[src/hw/cgmc_pkg.sv]
package cgmc_pkg;

	// ------------------------------------------------------------------
	// Clock and timing
	// ------------------------------------------------------------------
	localparam int unsigned CLK_FREQ_HZ        = 20_000_000;
	localparam int unsigned SWITCH_SETTLE_NS   = 200;
	localparam int unsigned SWITCH_SETTLE_CYC  =
		((SWITCH_SETTLE_NS * (CLK_FREQ_HZ / 1_000_000)) + 999) / 1000;
	localparam int unsigned OSC_STARTUP_CYC    = 4096;
	localparam int unsigned TIMER_W            = 16;

	// ------------------------------------------------------------------
	// Field encodings
	// ------------------------------------------------------------------
	localparam logic [1:0] SRC_FLL  = 2'h0;
	localparam logic [1:0] SRC_INT  = 2'h1;
	localparam logic [1:0] SRC_EXT  = 2'h2;
	localparam logic [1:0] SRC_PLL  = 2'h3;
	localparam logic [1:0] RANGE_LO = 2'h0;

	localparam logic [11:0] MUL_640  = 12'h0280;
	localparam logic [11:0] MUL_1280 = 12'h0500;
	localparam logic [11:0] MUL_1920 = 12'h0780;
	localparam logic [11:0] MUL_2560 = 12'h0A00;
	localparam logic [11:0] MUL_732  = 12'h02DC;
	localparam logic [11:0] MUL_1464 = 12'h05B8;
	localparam logic [11:0] MUL_2197 = 12'h0895;
	localparam logic [11:0] MUL_2929 = 12'h0B71;

	// ------------------------------------------------------------------
	// Modes, one-hot
	// ------------------------------------------------------------------
	typedef enum logic [7:0] {
		FLL_ENGAGED_INTERNAL      = 8'h01,
		FLL_ENGAGED_EXTERNAL      = 8'h02,
		FLL_BYPASSED_EXTERNAL     = 8'h04,
		FLL_BYPASSED_INTERNAL     = 8'h08,
		PLL_ENGAGED_EXTERNAL      = 8'h10,
		PLL_BYPASSED_EXTERNAL     = 8'h20,
		LOW_POWER_BYPASS_INTERNAL = 8'h40,
		LOW_POWER_BYPASS_EXTERNAL = 8'h80
	} cgmc_mode_t;

	// ------------------------------------------------------------------
	// Carriers
	// ------------------------------------------------------------------
	typedef struct packed {
		logic [1:0] systemClockSource;
		logic       referenceSelect;
		logic       pllSelect;
		logic       lowPowerBypass;
		logic       internalRefEnable;
		logic       internalSpeedSelect;
		logic       oscillatorRequest;
	} cgmc_ctrl_t;

	typedef struct packed {
		logic [1:0] clockSourceStatus;
		logic       referenceSourceStatus;
		logic       pllSelectStatus;
		logic       internalSpeedStatus;
		logic       oscillatorReadyFlag;
	} cgmc_stat_t;

	typedef struct packed {
		logic [1:0]  sysClkSel;
		logic [11:0] fllMultiplier;
		logic        fllEnable;
		logic        pllEnable;
		logic        internalRefRun;
		logic        internalRefFast;
		logic        oscillatorEnable;
	} cgmc_drive_t;

endpackage

[src/hw/cgmc_mode_control.sv]
`timescale 1ns/1ps
// Function
// - Reset in FLL_ENGAGED_INTERNAL; direct exits FEE, FBE, FLL_BYPASSED_INTERNAL.
// - FEE: external reference, source FLL.
// - Source external routes oscillator; FLL keeps running unless pllSelect or lowPowerBypass is set.
// - Internal enable keeps internal reference running.
// - Oscillator ready only after start-up cycles.
// - Reference status clears; source status reads external.
// - Untuned ranges give 640/1280/1920/2560.
// - Tuned ranges give 732/1464/2197/2929.
// - Source internal routes internal reference, status follows.
// - Speed select: clear slow, set fast.
// - Status bits mirror pllSelect and internalSpeedSelect; source and reference status follow the committed mode.
// - Range writes ignored while low-power bypass.
// - System clock source chosen per mode.
// - Low-power bypass disables both FLL and PLL, even in the FLL-engaged modes.
module cgmc_mode_control
	import cgmc_pkg::*;
#(
	parameter int unsigned OSC_STARTUP = OSC_STARTUP_CYC,
	parameter int unsigned SWITCH_CYC  = SWITCH_SETTLE_CYC
) (
	input  wire logic       clk,
	input  wire logic       nrst,
	input  wire cgmc_ctrl_t ctrl,
	input  wire logic       fllCfgWrite,
	input  wire logic [1:0] fllRange,
	input  wire logic       tune32768Bit,
	output cgmc_stat_t      status,
	output cgmc_drive_t     drive,
	output cgmc_mode_t      currentMode,
	output logic            switchBusy,
	output logic            requestRefused
);

	// ------------------------------------------------------------------
	// Mode helpers
	// ------------------------------------------------------------------
	function automatic cgmc_mode_t modeOf(input cgmc_ctrl_t c);
		cgmc_mode_t m;
		m = FLL_ENGAGED_INTERNAL;
		unique case (c.systemClockSource)
			SRC_FLL: begin
				if (c.pllSelect && !c.referenceSelect) begin
					m = PLL_ENGAGED_EXTERNAL;
				end else if (c.referenceSelect) begin
					m = FLL_ENGAGED_INTERNAL;
				end else begin
					m = FLL_ENGAGED_EXTERNAL;
				end
			end
			SRC_INT: begin
				m = c.lowPowerBypass ? LOW_POWER_BYPASS_INTERNAL
					: FLL_BYPASSED_INTERNAL;
			end
			SRC_EXT: begin
				if (c.lowPowerBypass) begin
					m = LOW_POWER_BYPASS_EXTERNAL;
				end else if (c.pllSelect) begin
					m = PLL_BYPASSED_EXTERNAL;
				end else begin
					m = FLL_BYPASSED_EXTERNAL;
				end
			end
			SRC_PLL: begin
				m = FLL_ENGAGED_INTERNAL;
			end
		endcase
		return m;
	endfunction

	// Source that actually drives the system clock in a mode.
	function automatic logic [1:0] srcOf(input cgmc_mode_t m);
		logic [1:0] s;
		s = SRC_FLL;
		unique case (m)
			FLL_ENGAGED_INTERNAL, FLL_ENGAGED_EXTERNAL: s = SRC_FLL;
			FLL_BYPASSED_INTERNAL, LOW_POWER_BYPASS_INTERNAL: s = SRC_INT;
			FLL_BYPASSED_EXTERNAL, PLL_BYPASSED_EXTERNAL,
			LOW_POWER_BYPASS_EXTERNAL: s = SRC_EXT;
			PLL_ENGAGED_EXTERNAL: s = SRC_PLL;
		endcase
		return s;
	endfunction

	function automatic logic internalRef(input cgmc_mode_t m);
		return (m == FLL_ENGAGED_INTERNAL) || (m == FLL_BYPASSED_INTERNAL)
			|| (m == LOW_POWER_BYPASS_INTERNAL);
	endfunction

	function automatic logic legalStep(input cgmc_mode_t f,
		input cgmc_mode_t t);
		logic ok;
		ok = 1'b0;
		unique case (f)
			FLL_ENGAGED_INTERNAL, FLL_ENGAGED_EXTERNAL: begin
				ok = (t == FLL_ENGAGED_INTERNAL) || (t == FLL_ENGAGED_EXTERNAL)
					|| (t == FLL_BYPASSED_EXTERNAL)
					|| (t == FLL_BYPASSED_INTERNAL);
			end
			FLL_BYPASSED_INTERNAL: begin
				ok = (t != PLL_ENGAGED_EXTERNAL) && (t != PLL_BYPASSED_EXTERNAL)
					&& (t != LOW_POWER_BYPASS_EXTERNAL);
			end
			FLL_BYPASSED_EXTERNAL: begin
				ok = (t != PLL_ENGAGED_EXTERNAL)
					&& (t != LOW_POWER_BYPASS_INTERNAL);
			end
			PLL_BYPASSED_EXTERNAL: begin
				ok = (t == PLL_ENGAGED_EXTERNAL) || (t == FLL_BYPASSED_EXTERNAL)
					|| (t == LOW_POWER_BYPASS_EXTERNAL);
			end
			PLL_ENGAGED_EXTERNAL: ok = (t == PLL_BYPASSED_EXTERNAL);
			LOW_POWER_BYPASS_INTERNAL: ok = (t == FLL_BYPASSED_INTERNAL);
			LOW_POWER_BYPASS_EXTERNAL: begin
				ok = (t == FLL_BYPASSED_EXTERNAL)
					|| (t == PLL_BYPASSED_EXTERNAL);
			end
		endcase
		return ok;
	endfunction

	function automatic logic [11:0] multiplierOf(input logic [1:0] r,
		input logic tuned);
		logic [11:0] m;
		m = MUL_640;
		unique case (r)
			2'h0: m = tuned ? MUL_732  : MUL_640;
			2'h1: m = tuned ? MUL_1464 : MUL_1280;
			2'h2: m = tuned ? MUL_2197 : MUL_1920;
			2'h3: m = tuned ? MUL_2929 : MUL_2560;
		endcase
		return m;
	endfunction

	// ------------------------------------------------------------------
	// State
	// ------------------------------------------------------------------
	cgmc_mode_t  mode_reg;
	cgmc_mode_t  mode_next;
	cgmc_mode_t  target_reg;
	cgmc_mode_t  target_next;
	logic        pending_reg;
	logic        pending_next;
	logic [1:0]  range_reg;
	logic [1:0]  range_next;
	logic        tune_reg;
	logic        tune_next;
	cgmc_stat_t  status_reg;
	cgmc_stat_t  status_next;
	cgmc_drive_t drive_reg;
	cgmc_drive_t drive_next;
	logic        refused_reg;
	logic        refused_next;

	cgmc_mode_t  wanted;
	logic        wantedValid;
	logic        extWanted;
	logic        oscRun;
	logic        oscDone;
	logic        switchDone;

	assign wanted      = modeOf(ctrl);
	assign wantedValid = (ctrl.systemClockSource != SRC_PLL);
	assign extWanted   = !internalRef(wanted);
	assign oscRun      = ctrl.oscillatorRequest && extWanted;

	// The oscillator must finish its start-up count before the flag rises.
	cgmc_settle_timer #(.W(TIMER_W)) oscTimer (
		.clk   (clk),
		.nrst  (nrst),
		.run   (oscRun),
		.limit (TIMER_W'(OSC_STARTUP)),
		.done  (oscDone)
	);

	// The old source keeps the output until the new one is settled, so
	// the output mux never sees a runt pulse from a half-started clock.
	cgmc_settle_timer #(.W(TIMER_W)) switchTimer (
		.clk   (clk),
		.nrst  (nrst),
		.run   (pending_reg),
		.limit (TIMER_W'(SWITCH_CYC)),
		.done  (switchDone)
	);

	// ------------------------------------------------------------------
	// Next-state logic
	// ------------------------------------------------------------------
	always_comb begin
		mode_next    = mode_reg;
		target_next  = target_reg;
		pending_next = pending_reg;
		refused_next = 1'b0;
		range_next   = range_reg;
		tune_next    = tune_reg;
		status_next  = status_reg;
		drive_next   = drive_reg;

		if (fllCfgWrite) begin
			tune_next = tune32768Bit;
			if (!ctrl.lowPowerBypass) begin
				range_next = fllRange;
			end
		end

		if (pending_reg) begin
			if (switchDone) begin
				pending_next = 1'b0;
				mode_next    = target_reg;
				status_next.clockSourceStatus     = srcOf(target_reg);
				status_next.referenceSourceStatus = internalRef(target_reg);
				drive_next.sysClkSel              = srcOf(target_reg);
			end
		end else if (!wantedValid || (wanted != mode_reg)) begin
			// The reserved source code decodes to the reset mode, so it must
			// be refused even while that mode is already running.
			if (!wantedValid || !legalStep(mode_reg, wanted)) begin
				refused_next = 1'b1;
			end else if (!oscRun || oscDone) begin
				pending_next = 1'b1;
				target_next  = wanted;
			end
		end

		status_next.pllSelectStatus     = ctrl.pllSelect;
		status_next.internalSpeedStatus = ctrl.internalSpeedSelect;
		status_next.oscillatorReadyFlag = oscDone;

		drive_next.fllMultiplier    = multiplierOf(range_reg, tune_reg);
		drive_next.fllEnable        = !ctrl.lowPowerBypass
			&& !ctrl.pllSelect;
		drive_next.pllEnable        = !ctrl.lowPowerBypass
			&& ctrl.pllSelect;
		drive_next.internalRefRun   = ctrl.internalRefEnable
			|| internalRef(mode_reg) || internalRef(target_reg);
		drive_next.internalRefFast  = ctrl.internalSpeedSelect;
		drive_next.oscillatorEnable = oscRun;
	end

	// ------------------------------------------------------------------
	// Registers
	// ------------------------------------------------------------------
	always_ff @(posedge clk or negedge nrst) begin
		if (!nrst) begin
			mode_reg    <= FLL_ENGAGED_INTERNAL;
			target_reg  <= FLL_ENGAGED_INTERNAL;
			pending_reg <= 1'b0;
			refused_reg <= 1'b0;
			range_reg   <= RANGE_LO;
			tune_reg    <= 1'b0;
			status_reg  <= '{clockSourceStatus: SRC_FLL,
				referenceSourceStatus: 1'b1, default: 1'b0};
			drive_reg   <= '{sysClkSel: SRC_FLL, fllMultiplier: MUL_640,
				fllEnable: 1'b1, internalRefRun: 1'b1, default: 1'b0};
		end else begin
			mode_reg    <= mode_next;
			target_reg  <= target_next;
			pending_reg <= pending_next;
			refused_reg <= refused_next;
			range_reg   <= range_next;
			tune_reg    <= tune_next;
			status_reg  <= status_next;
			drive_reg   <= drive_next;
		end
	end

	assign status         = status_reg;
	assign drive          = drive_reg;
	assign currentMode    = mode_reg;
	assign switchBusy     = pending_reg;
	assign requestRefused = refused_reg;
endmodule // cgmc_mode_control

[src/hw/cgmc_settle_timer.sv]
`timescale 1ns/1ps
module cgmc_settle_timer
	import cgmc_pkg::*;
#(
	parameter int unsigned W = TIMER_W
) (
	input  wire logic         clk,
	input  wire logic         nrst,
	input  wire logic         run,
	input  wire logic [W-1:0] limit,
	output logic              done
);
	// Counts while run is high; done stays high until run drops.
	logic [W-1:0] count_reg;
	logic [W-1:0] count_next;

	always_comb begin
		count_next = count_reg;
		if (!run) begin
			count_next = '0;
		end else if (count_reg != limit) begin
			count_next = count_reg + {{(W-1){1'b0}}, 1'b1};
		end
	end

	always_ff @(posedge clk or negedge nrst) begin
		if (!nrst) begin
			count_reg <= '0;
		end else begin
			count_reg <= count_next;
		end
	end

	assign done = run && (count_reg == limit);
endmodule // cgmc_settle_timer

[config.mk]
export PLATFORM = sky130hd
export DESIGN_NAME = cgmc_mode_control
export DESIGN_NICKNAME = d
export VERILOG_FILES = /design/src/hw/cgmc_pkg.sv /design/src/hw/cgmc_mode_control.sv /design/src/hw/cgmc_settle_timer.sv
export SDC_FILE = /design/constraint.sdc
export NUM_CORES = 1
export LEC_CHECK = 0
export BUFFER_PORTS_ARGS = -buffer_cell sky130_fd_sc_hd__buf_2
export CORE_MARGIN = 5
export CORE_UTILIZATION = 34
export DETAILED_ROUTE_END_ITERATION = 10
export MAX_ROUTING_LAYER = met4
export SLEW_MARGIN = 30
export SYNTH_ARGS = -nofsm -noshare
export SYNTH_HDL_FRONTEND = slang
export SYNTH_SLANG_ARGS = --single-unit
[constraint.sdc]
create_clock -name clk -period 2.6 [get_ports clk]
set_input_delay 0.26 -clock clk [delete_from_list [all_inputs] [get_ports clk]]
set_output_delay 0.26 -clock clk [all_outputs]
set_load 0.02 [all_outputs]
* Yosys cells after proc, flatten, opt, wreduce, memory -nomap -nowiden
Index checks and enable logic that the tools add are counted.
** Cells by class
- Add/subtract/negate cells :: 2
- Eq/ne operators :: 42
- Mux-type cells :: 27
- Bitwise logic cells :: 3
- Reductions and logical operators :: 42
** Operator list (count)
- two-way mux 16 bit :: 4
- case mux 12 bit (4 select lines) :: 1
- adder 16 x 1 -> 16 bit (second input constant) :: 2
- case mux 8 bit (4 select lines) :: 1
- == test 8 x 1 -> 1 bit (second input constant) :: 3
- == test 8 x 2 -> 1 bit (second input constant) :: 3
- == test 8 x 3 -> 1 bit (second input constant) :: 3
- == test 8 x 4 -> 1 bit (second input constant) :: 3
- == test 8 x 5 -> 1 bit (second input constant) :: 3
- == test 8 x 6 -> 1 bit (second input constant) :: 3
- == test 8 x 7 -> 1 bit (second input constant) :: 3
- == test 8 bit (second input constant) :: 3
- logical OR 1 bit :: 17
- == test 16 x 13 -> 1 bit (second input constant) :: 1
- == test 16 x 3 -> 1 bit (second input constant) :: 1
- two-way mux 8 bit :: 2
- inequality test 16 x 13 -> 1 bit (second input constant) :: 1
- inequality test 16 x 3 -> 1 bit (second input constant) :: 1
- two-way mux 7 bit :: 2
- two-way mux 12 bit :: 1
- two-way mux 1 bit :: 10
- logical AND 1 bit :: 9
- two-way mux 9 bit :: 1
- == test 2 bit (second input constant) :: 4
- 20 further kinds :: 34
** Storage, ports and cells
- Flip-flop bits (word level) :: 75
- Input port bits :: 14
- Output and inout port bits :: 35
- Logic and storage cells :: 134

* Logic depth before layout (Yosys ltp)
Gate-level depths: netlist (run 1).
- Word-level depth :: 16
- Mapped depth :: 9
- Depth with buffers taken out :: 8

* Hierarchy
Synthesis (run 1) repeated with hierarchy kept, for this count alone.
** Unflattened totals
- Cell total of the unflattened synthesis :: 461
- Area total of the unflattened synthesis :: 4569.4 um2
** Modules (own cells, without submodules)
- cgmc_settle_timer :: times used 2, cells each 127, area an instance 1154.9 um2, sequential area each 400.4 um2
- cgmc_mode_control :: times used 1, cells each 207, area an instance 2259.7 um2, sequential area each 1059.8 um2

* Worst setup path before layout (run 1)
Ideal clock, no wire load.
- Path type :: register to register
- Start :: register mode_reg[3], in the netlist currentMode[3]
- End :: register target_reg[1]
- Setup time :: 125 ps
- Data arrival time :: 2130 ps
- Path slack :: 345 ps
- Cell stages (with the launch flop) :: 9
- Path buffers :: 2
- Period minus slack after synthesis :: 2255 ps
- Cells stage by stage :: dfrtp_1 -> buf_6 -> nor4_4 -> nand4_1 -> and3_4 -> o311a_1 -> and3b_1 -> buf_6 -> mux2_4
** Between the ends
- Cells in the longest elaborated chain, start to end :: 9
- Elaborated cells between the ends (all ways) :: 18
** RTL lines
- start: declaration :: line cgmc_mode_control.sv:139 : cgmc_mode_t mode_reg;
- start signal: assignment :: line cgmc_mode_control.sv:257 : mode_reg <= mode_next;
- == test 8 x 1 -> 1 bit / == test 8 x 2 -> 1 bit (equally long branches) :: line cgmc_mode_control.sv:95 : unique case (f)
- OR reduction 2 bit :: line cgmc_mode_control.sv:95
- case mux 1 bit (7 select lines) :: line cgmc_mode_control.sv:95
- two-way mux 1 bit :: line cgmc_mode_control.sv:215 : end else if (!wantedValid || (wanted != mode_reg)) begin
- two-way mux 1 bit :: line cgmc_mode_control.sv:207 : if (pending_reg) begin
- zero test 1 bit :: line cgmc_mode_control.sv:218 : if (!wantedValid || !legalStep(mode_reg, wanted)) begin
- logical OR 1 bit :: line cgmc_mode_control.sv:218
- NOT 1 bit (no line)
- AND reduction 4 bit (no line) (*)
- end signal: assignment :: line cgmc_mode_control.sv:258 : target_reg <= target_next;
- end: declaration :: line cgmc_mode_control.sv:141 : cgmc_mode_t target_reg;
Every way passes the cells marked *; elsewhere a longest branch is shown, timed or not. The select of a mux whose other input is x is not followed.
A chain may end at the register's enable or synchronous reset.

* Worst setup path after layout (run 1)
- Start :: register mode_reg[0], in the netlist currentMode[0]
- End :: register target_reg[2]
The elaborated chain is that of the path after synthesis.

==> results.cfg, run 1 <==
[outcome]
status = complete, no violations

[synth]
yosys.area_share.xor_xnor_pct = 6.98
yosys_warnings = 0
synthCells = 370
synth.distinct_cells = 48
netlist_top_cells_count = dfrtp_1 (67), nor2_1 (31), nand2_1 (27), o21ai_0 (21), and2_1 (16)
synthFlopType = dfrtp_1
synthSimpleGateAreaFrac_pct = 23.3
synth_area_per_cell_um2 = 10.2
synth_edf_count = 0
syn_area_mm2 = 0.00377
yosys.area_share.adder_pct = 1.33
synth_mux_area_share_pct = 6.48
ys_ff_latch = 74
synth-compound-area-share_pct = 7.87
synthTopCellsByArea = dfrtp_1 (45%), dfstp_2 (4.9%), xnor2_1 (3.5%), xor2_1 (3.5%), mux2_2 (3.3%)
yosys.area.top_type = dfrtp_1
yosysMostFrequentCell = dfrtp_1
syn_nets = 388
synth_top_family_by_area = simple AND/OR/NAND/NOR gates
ys_seq_area_share_pct = 49.4
synth-async-reset-ratio_pct = 100
synth.top_cell.area_share_pct = 44.5

[cells_and_area]
utilization_pct = 40.4
layout.nets = 436
largest_reg_flops = 18
synthToLayoutAreaGrowth_pct = 16.2
diodes = 0
fin_cells = 563
fillers = 1082
finalInstanceArea_mm2 = 0.00438
drive_gt1_share_pct = 24.1

[cts]
clkLatencyLatePin_ns = 0.35
path_clk_slew_ns = 0.08
htree_num_levels = 3
clock_sinks = 74
cts_made_buffers = 9
clock_path_buffers = 2
cts_setup_buffers = 0
cts_tree = built
clk_root_buffer_cell = clkbuf_8

[sta]
rsz0062_at_grt = no
finClkSkew_ns = 0.00758
setup_viol = 0
hold_violations = 0
period_share_pct = 91.5
drv_slew = 0
fmax_ghz = 0.420
holdWs_ns = 0.120
fin_tns_setup_ns = 0
maxSlewHeadroom_pct = 54.7
tightest_slew_ns = 0.679
fin_crit_ns = 2.38
fin_ws_ns = 0.221

[floorplan]
start_util_pct = 34.7
core_mm2 = 0.0108
die_w_um = 115
num_rows = 38
die_y_um = 115
die_area_mm2 = 0.0133
io_pins = 49

[place]
place_ws_ns = 0.0443
place_inst = 545
placed_area_mm2 = 0.00412
hpwl_um = 5710
numPortBuffers = 47
place.gp.congestion = 0.861

[power]
combPwrFrac_pct = 33.4
peakVddDrop_mv = 0.461
power_frac_seq_pct = 40.4
swShare_pct = 34.7
powerDensity_mw_per_mm2 = 922
power.total_mw = 4.04
clkPwrFrac_pct = 26.3
switching_power_mw = 1.40
p_leak_nw = 2.03
p_int_mw = 2.63

[setup_path]
timing_worst_setup_path_type = flop to flop
r2r-start = currentMode[0]
crit_slowest_cell = nor4_1
worst_ep_arrival_time_ns = 2.62
start_kind = flop
worst_setup_path_end_kind = flop
required_ns = 2.84
reg2reg_slack_ns = 0.22
reg2reg_depth = 6
critical_path.max_fanout = 9
cp_cell_sequence = nor4_1, o2111ai_1, and3_4, o311a_1, and3b_2, mux2_4
cpPeakStageDelay_ns = 0.47
regToRegEndpoint = target_reg[2]

[flow_run]
max-cap-violations = 0

[min_path]
holdPathEnd = tune_reg
hold_path_class = input pin to flop
hold_start = fllCfgWrite
worstHoldPathCells = 2

[detailed_routing]
ant_nets = 0
wl_per_cell_um = 14.7
drc = 0
vias = 2825
drt_wl_total_um = 8260
dr.pass1.iters = 4
avgViaCountPerCell = 5.02
drtIter0Drc = 223

[global_route]
grtUsageMet2_pct = 19.6
grt_pass1_wl_um = 14000
grt_max_degree = 75
gr-usage-met3_pct = 3.68
grt_pass1_vias = 2787
antenna_found_initial = 0
top_usage_layer = met2
track_usage_pct = 13.7
grtUsageMet1_pct = 18.3
gr-total-overflow = 0
## critical path, delay by kind of cell (launching register included)
kind	cells	cell delay (ns)
and+or+nand+nor	3	1.00
AOI/OAI and AO/OA	2	0.54
DFF	1	0.41
muxes	1	0.32
## kinds of logic (layout without fill, tap and decap cells)
family / after synthesis / after routing
simple gates: 159 / 159
flops: 74 / 74
compound gates: 50 / 50
buf+inv: 33 / 86
xor+xnor: 30 / 30
mux: 19 / 19
fa+ha+maj: 4 / 4
other cells: 1 / 1
## how the worst max path moves through the flow
stage,end,cells after the start,startpoint,slack [ns]
finish,target_reg[2],6,currentMode[0],0.22
global route,target_reg[2],7,currentMode[2],0.13
CTS,target_reg[3],7,currentMode[0],0.11
detailed placement,target_reg[3],8,ctrl[3],0.04
global placement,target_reg[1],8,ctrl[3],0.08
floorplan,target_reg[1],8,currentMode[3],0.34
## cell type report
cell class / count / area, um2 / area share (%)
clock buffers: 10 / 128 / 2.92
clock inverters: 6 / 105 / 2.40
inverters: 12 / 45.0 / 1.03
multi-input cells: 263 / 1730 / 39.6
flip-flops and latches: 74 / 1860 / 42.5
well taps: 140 / 175 / 4.00
repair buffers: 58 / 329 / 7.52
## placed cells by master, fill, tap and decap left out, types with 3 or more instances in the layout
master	instances
nor3_1	12
nor4_1	10
a21oi_1	13
nor3b_1	3
buf_2	46
xor2_1	15
ha_1	4
nor4b_1	5
nand3_1	11
buf_4	9
mux2_2	11
and2_1	16
nor2b_1	9
o21ai_0	21
bufinv_16	3
nand2_1	27
clkinv_2	3
nand4_1	10
dfrtp_1	67
dfstp_2	7
inv_1	12
mux2_4	8
or3_1	6
xnor2_1	15
and3_1	4
nand2b_1	5
nor2_1	31
clkbuf_8	9
## power groups by stage
stage / Clock (mW) / Sequential (mW) / Combinational, mW
floorplan: 0 / 1.68 / 0.940
global placement: 0 / 1.64 / 1.33
CTS: 1.09 / 1.63 / 1.36
detailed placement: 0 / 1.65 / 1.34
finish: 1.06 / 1.63 / 1.35
global route: 1.15 / 1.66 / 1.48
## repair_timing
item / 4_1_cts / 5_1_grt
setup endpoints to repair: 0 / 7
endpoints found under the hold margin: 1 / 34
hold buffers: 1 / 1
gates resized for setup: 0 / 1
## routing by layer
| layer | routed length (um) | vias up |
|---|---|---|
| met5 | 0 | - |
| met4 | 216 | 0 |
| met3 | 404 | 25 |
| met2 | 3720 | 83 |
| met1 | 3910 | 1345 |
| li1 | - | 1372 |
(Power assumes the default switching activity.)
==> inputs of run 2 (changes only) <==
- REMOVE_ABC_BUFFERS: default -> 1
==> results.cfg, run 2 (same netlist as run 1, synthesis figures left out) <==
[cts]
clkLatencyLatePin_ns = 0.35
cts_setup_buffers = 0
path_clk_slew_ns = 0.08
clock_sinks = 74
clock_path_buffers = 2
clk_root_buffer_cell = clkbuf_8
cts_made_buffers = 9
cts_tree = built
htree_num_levels = 3

[global_route]
track_usage_pct = 13.3
antenna_found_initial = 0
grt_pass1_wl_um = 13800
gr-total-overflow = 0
grt_max_degree = 75
grt_pass1_vias = 2791

[place]
place.gp.congestion = 0.940
place_inst = 546
place_ws_ns = 0.137
hpwl_um = 5790
numPortBuffers = 47
placed_area_mm2 = 0.00413

[cells_and_area]
seq_area_mm2 = 0.00186
fin_cells = 563
final_common_cell = dfrtp_1
drive_gt1_share_pct = 24.3
final_cell_mix = dfrtp_1 (67), buf_2 (46), nor2_1 (31)
multiInputGateArea_mm2 = 0.00173
layout.nets = 436
largest_reg_flops = 18
diodes = 0
fillers = 1082
synthToLayoutAreaGrowth_pct = 17.0
finalInstanceArea_mm2 = 0.00441

[sta]
fin_tns_setup_ns = 0
setup_viol = 0
period_share_pct = 90.7
drv_slew = 0
maxSlewHeadroom_pct = 55.7
rsz0062_at_grt = no
finClkSkew_ns = 0.0106
fin_ws_ns = 0.241
hold_violations = 0
tightest_slew_ns = 0.664
fin_crit_ns = 2.36
fmax_ghz = 0.424

[floorplan]
start_util_pct = 34.7
io_pins = 49
core_mm2 = 0.0108
die_w_um = 115
num_rows = 38
die_area_mm2 = 0.0133
die_y_um = 115

[setup_path]
critical_path.max_fanout = 14
worst_ep_arrival_time_ns = 2.59
start_kind = flop
timing_worst_setup_path_type = flop to flop
worst_setup_path_end_kind = flop
required_ns = 2.83

[detailed_routing]
avgViaCountPerCell = 5.01
ant_nets = 0
wl_per_cell_um = 14.5
drt_wl_total_um = 8140
drtIter0Drc = 137
dr.pass1.iters = 4
drc = 0
vias = 2823

[power]
peakVddDrop_mv = 0.341
p_leak_nw = 2.04
power.total_mw = 4.15
powerDensity_mw_per_mm2 = 941

[min_path]
hold_path_class = input pin to flop

[outcome]
status = complete, no violations

[flow_run]
max-cap-violations = 0
==> run 2: changes by cell type in the layout (fill, tap and decap cells not counted) <==
cell,delta
inv_6,+1
clkinv_2,-3
dlygate4sd3_1,-1
buf_4,+1
bufinv_16,+1
clkinv_4,+1
==> run 2: area by class of cell <==
| class | count | area share (%) |
|---|---|---|
| Tap cell | 140 | 3.98 |
| Clock buffer | 10 | 2.90 |
| Clock inverter | 6 | 3.12 |
| Multi-Input combinational cell | 263 | 39.4 |
| Inverter | 12 | 1.02 |
| Sequential cell | 74 | 42.2 |
| Timing Repair Buffer | 58 | 7.41 |
==> run 2: timing repair <==
| item | CTS | global route |
|---|---|---|
| hold buffers | 0 | 1 |
| endpoints found under the setup margin | 0 | 8 |
| hold endpoints to repair | 0 | 18 |
| resized for setup | 0 | 1 |
==> run 2: where the power goes <==
| group | switching (mW) | internal, mW |
|---|---|---|
| clock | 0.445 | 0.740 |
| combinational | 0.670 | 0.625 |
| sequential | 0.300 | 1.37 |
==> run 2: worst paths after layout <==
check	from	endpoint	slack, ns	cells past startpoint
worst min-delay path	ctrl[1]	drive[1]	0.02	1
max in group asynchronous	nrst	drive[9]	1.65	2
worst max-delay path	currentMode[4]	target_reg[6]	0.24	6
worst min register to register	tune_reg	drive[9]	0.45	0
min in group asynchronous	nrst	currentMode[5]	0.48	2
worst max register to register	currentMode[4]	target_reg[6]	0.24	6
==> run 2: critical path: stages (launching register included) <==
cell and delay (ns):
dfrtp_1 0.57, nor4_4 0.34, nand4_1 0.13, and3_4 0.19, o311a_1 0.35, and3b_2 0.33
mux2_4 0.33
==> run 2: metal layers <==
layer	wire, um	global-route usage, %	vias to the layer above
met3	351	2.26	15
met1	3930	18.2	1372
met4	153	5.40	0
met5	0	-	-
met2	3710	19.6	63
li1	-	-	1373
==> run 2: stage by stage <==
step | hold slack [ns] | util (%)
floorplan | -0.0356 | -
global placement | 0.372 | 38.1
detailed placement | 0.384 | 38.1
CTS | 0.0101 | 40.5
global route | 0.0123 | 40.7
finish | 0.0230 | 40.7
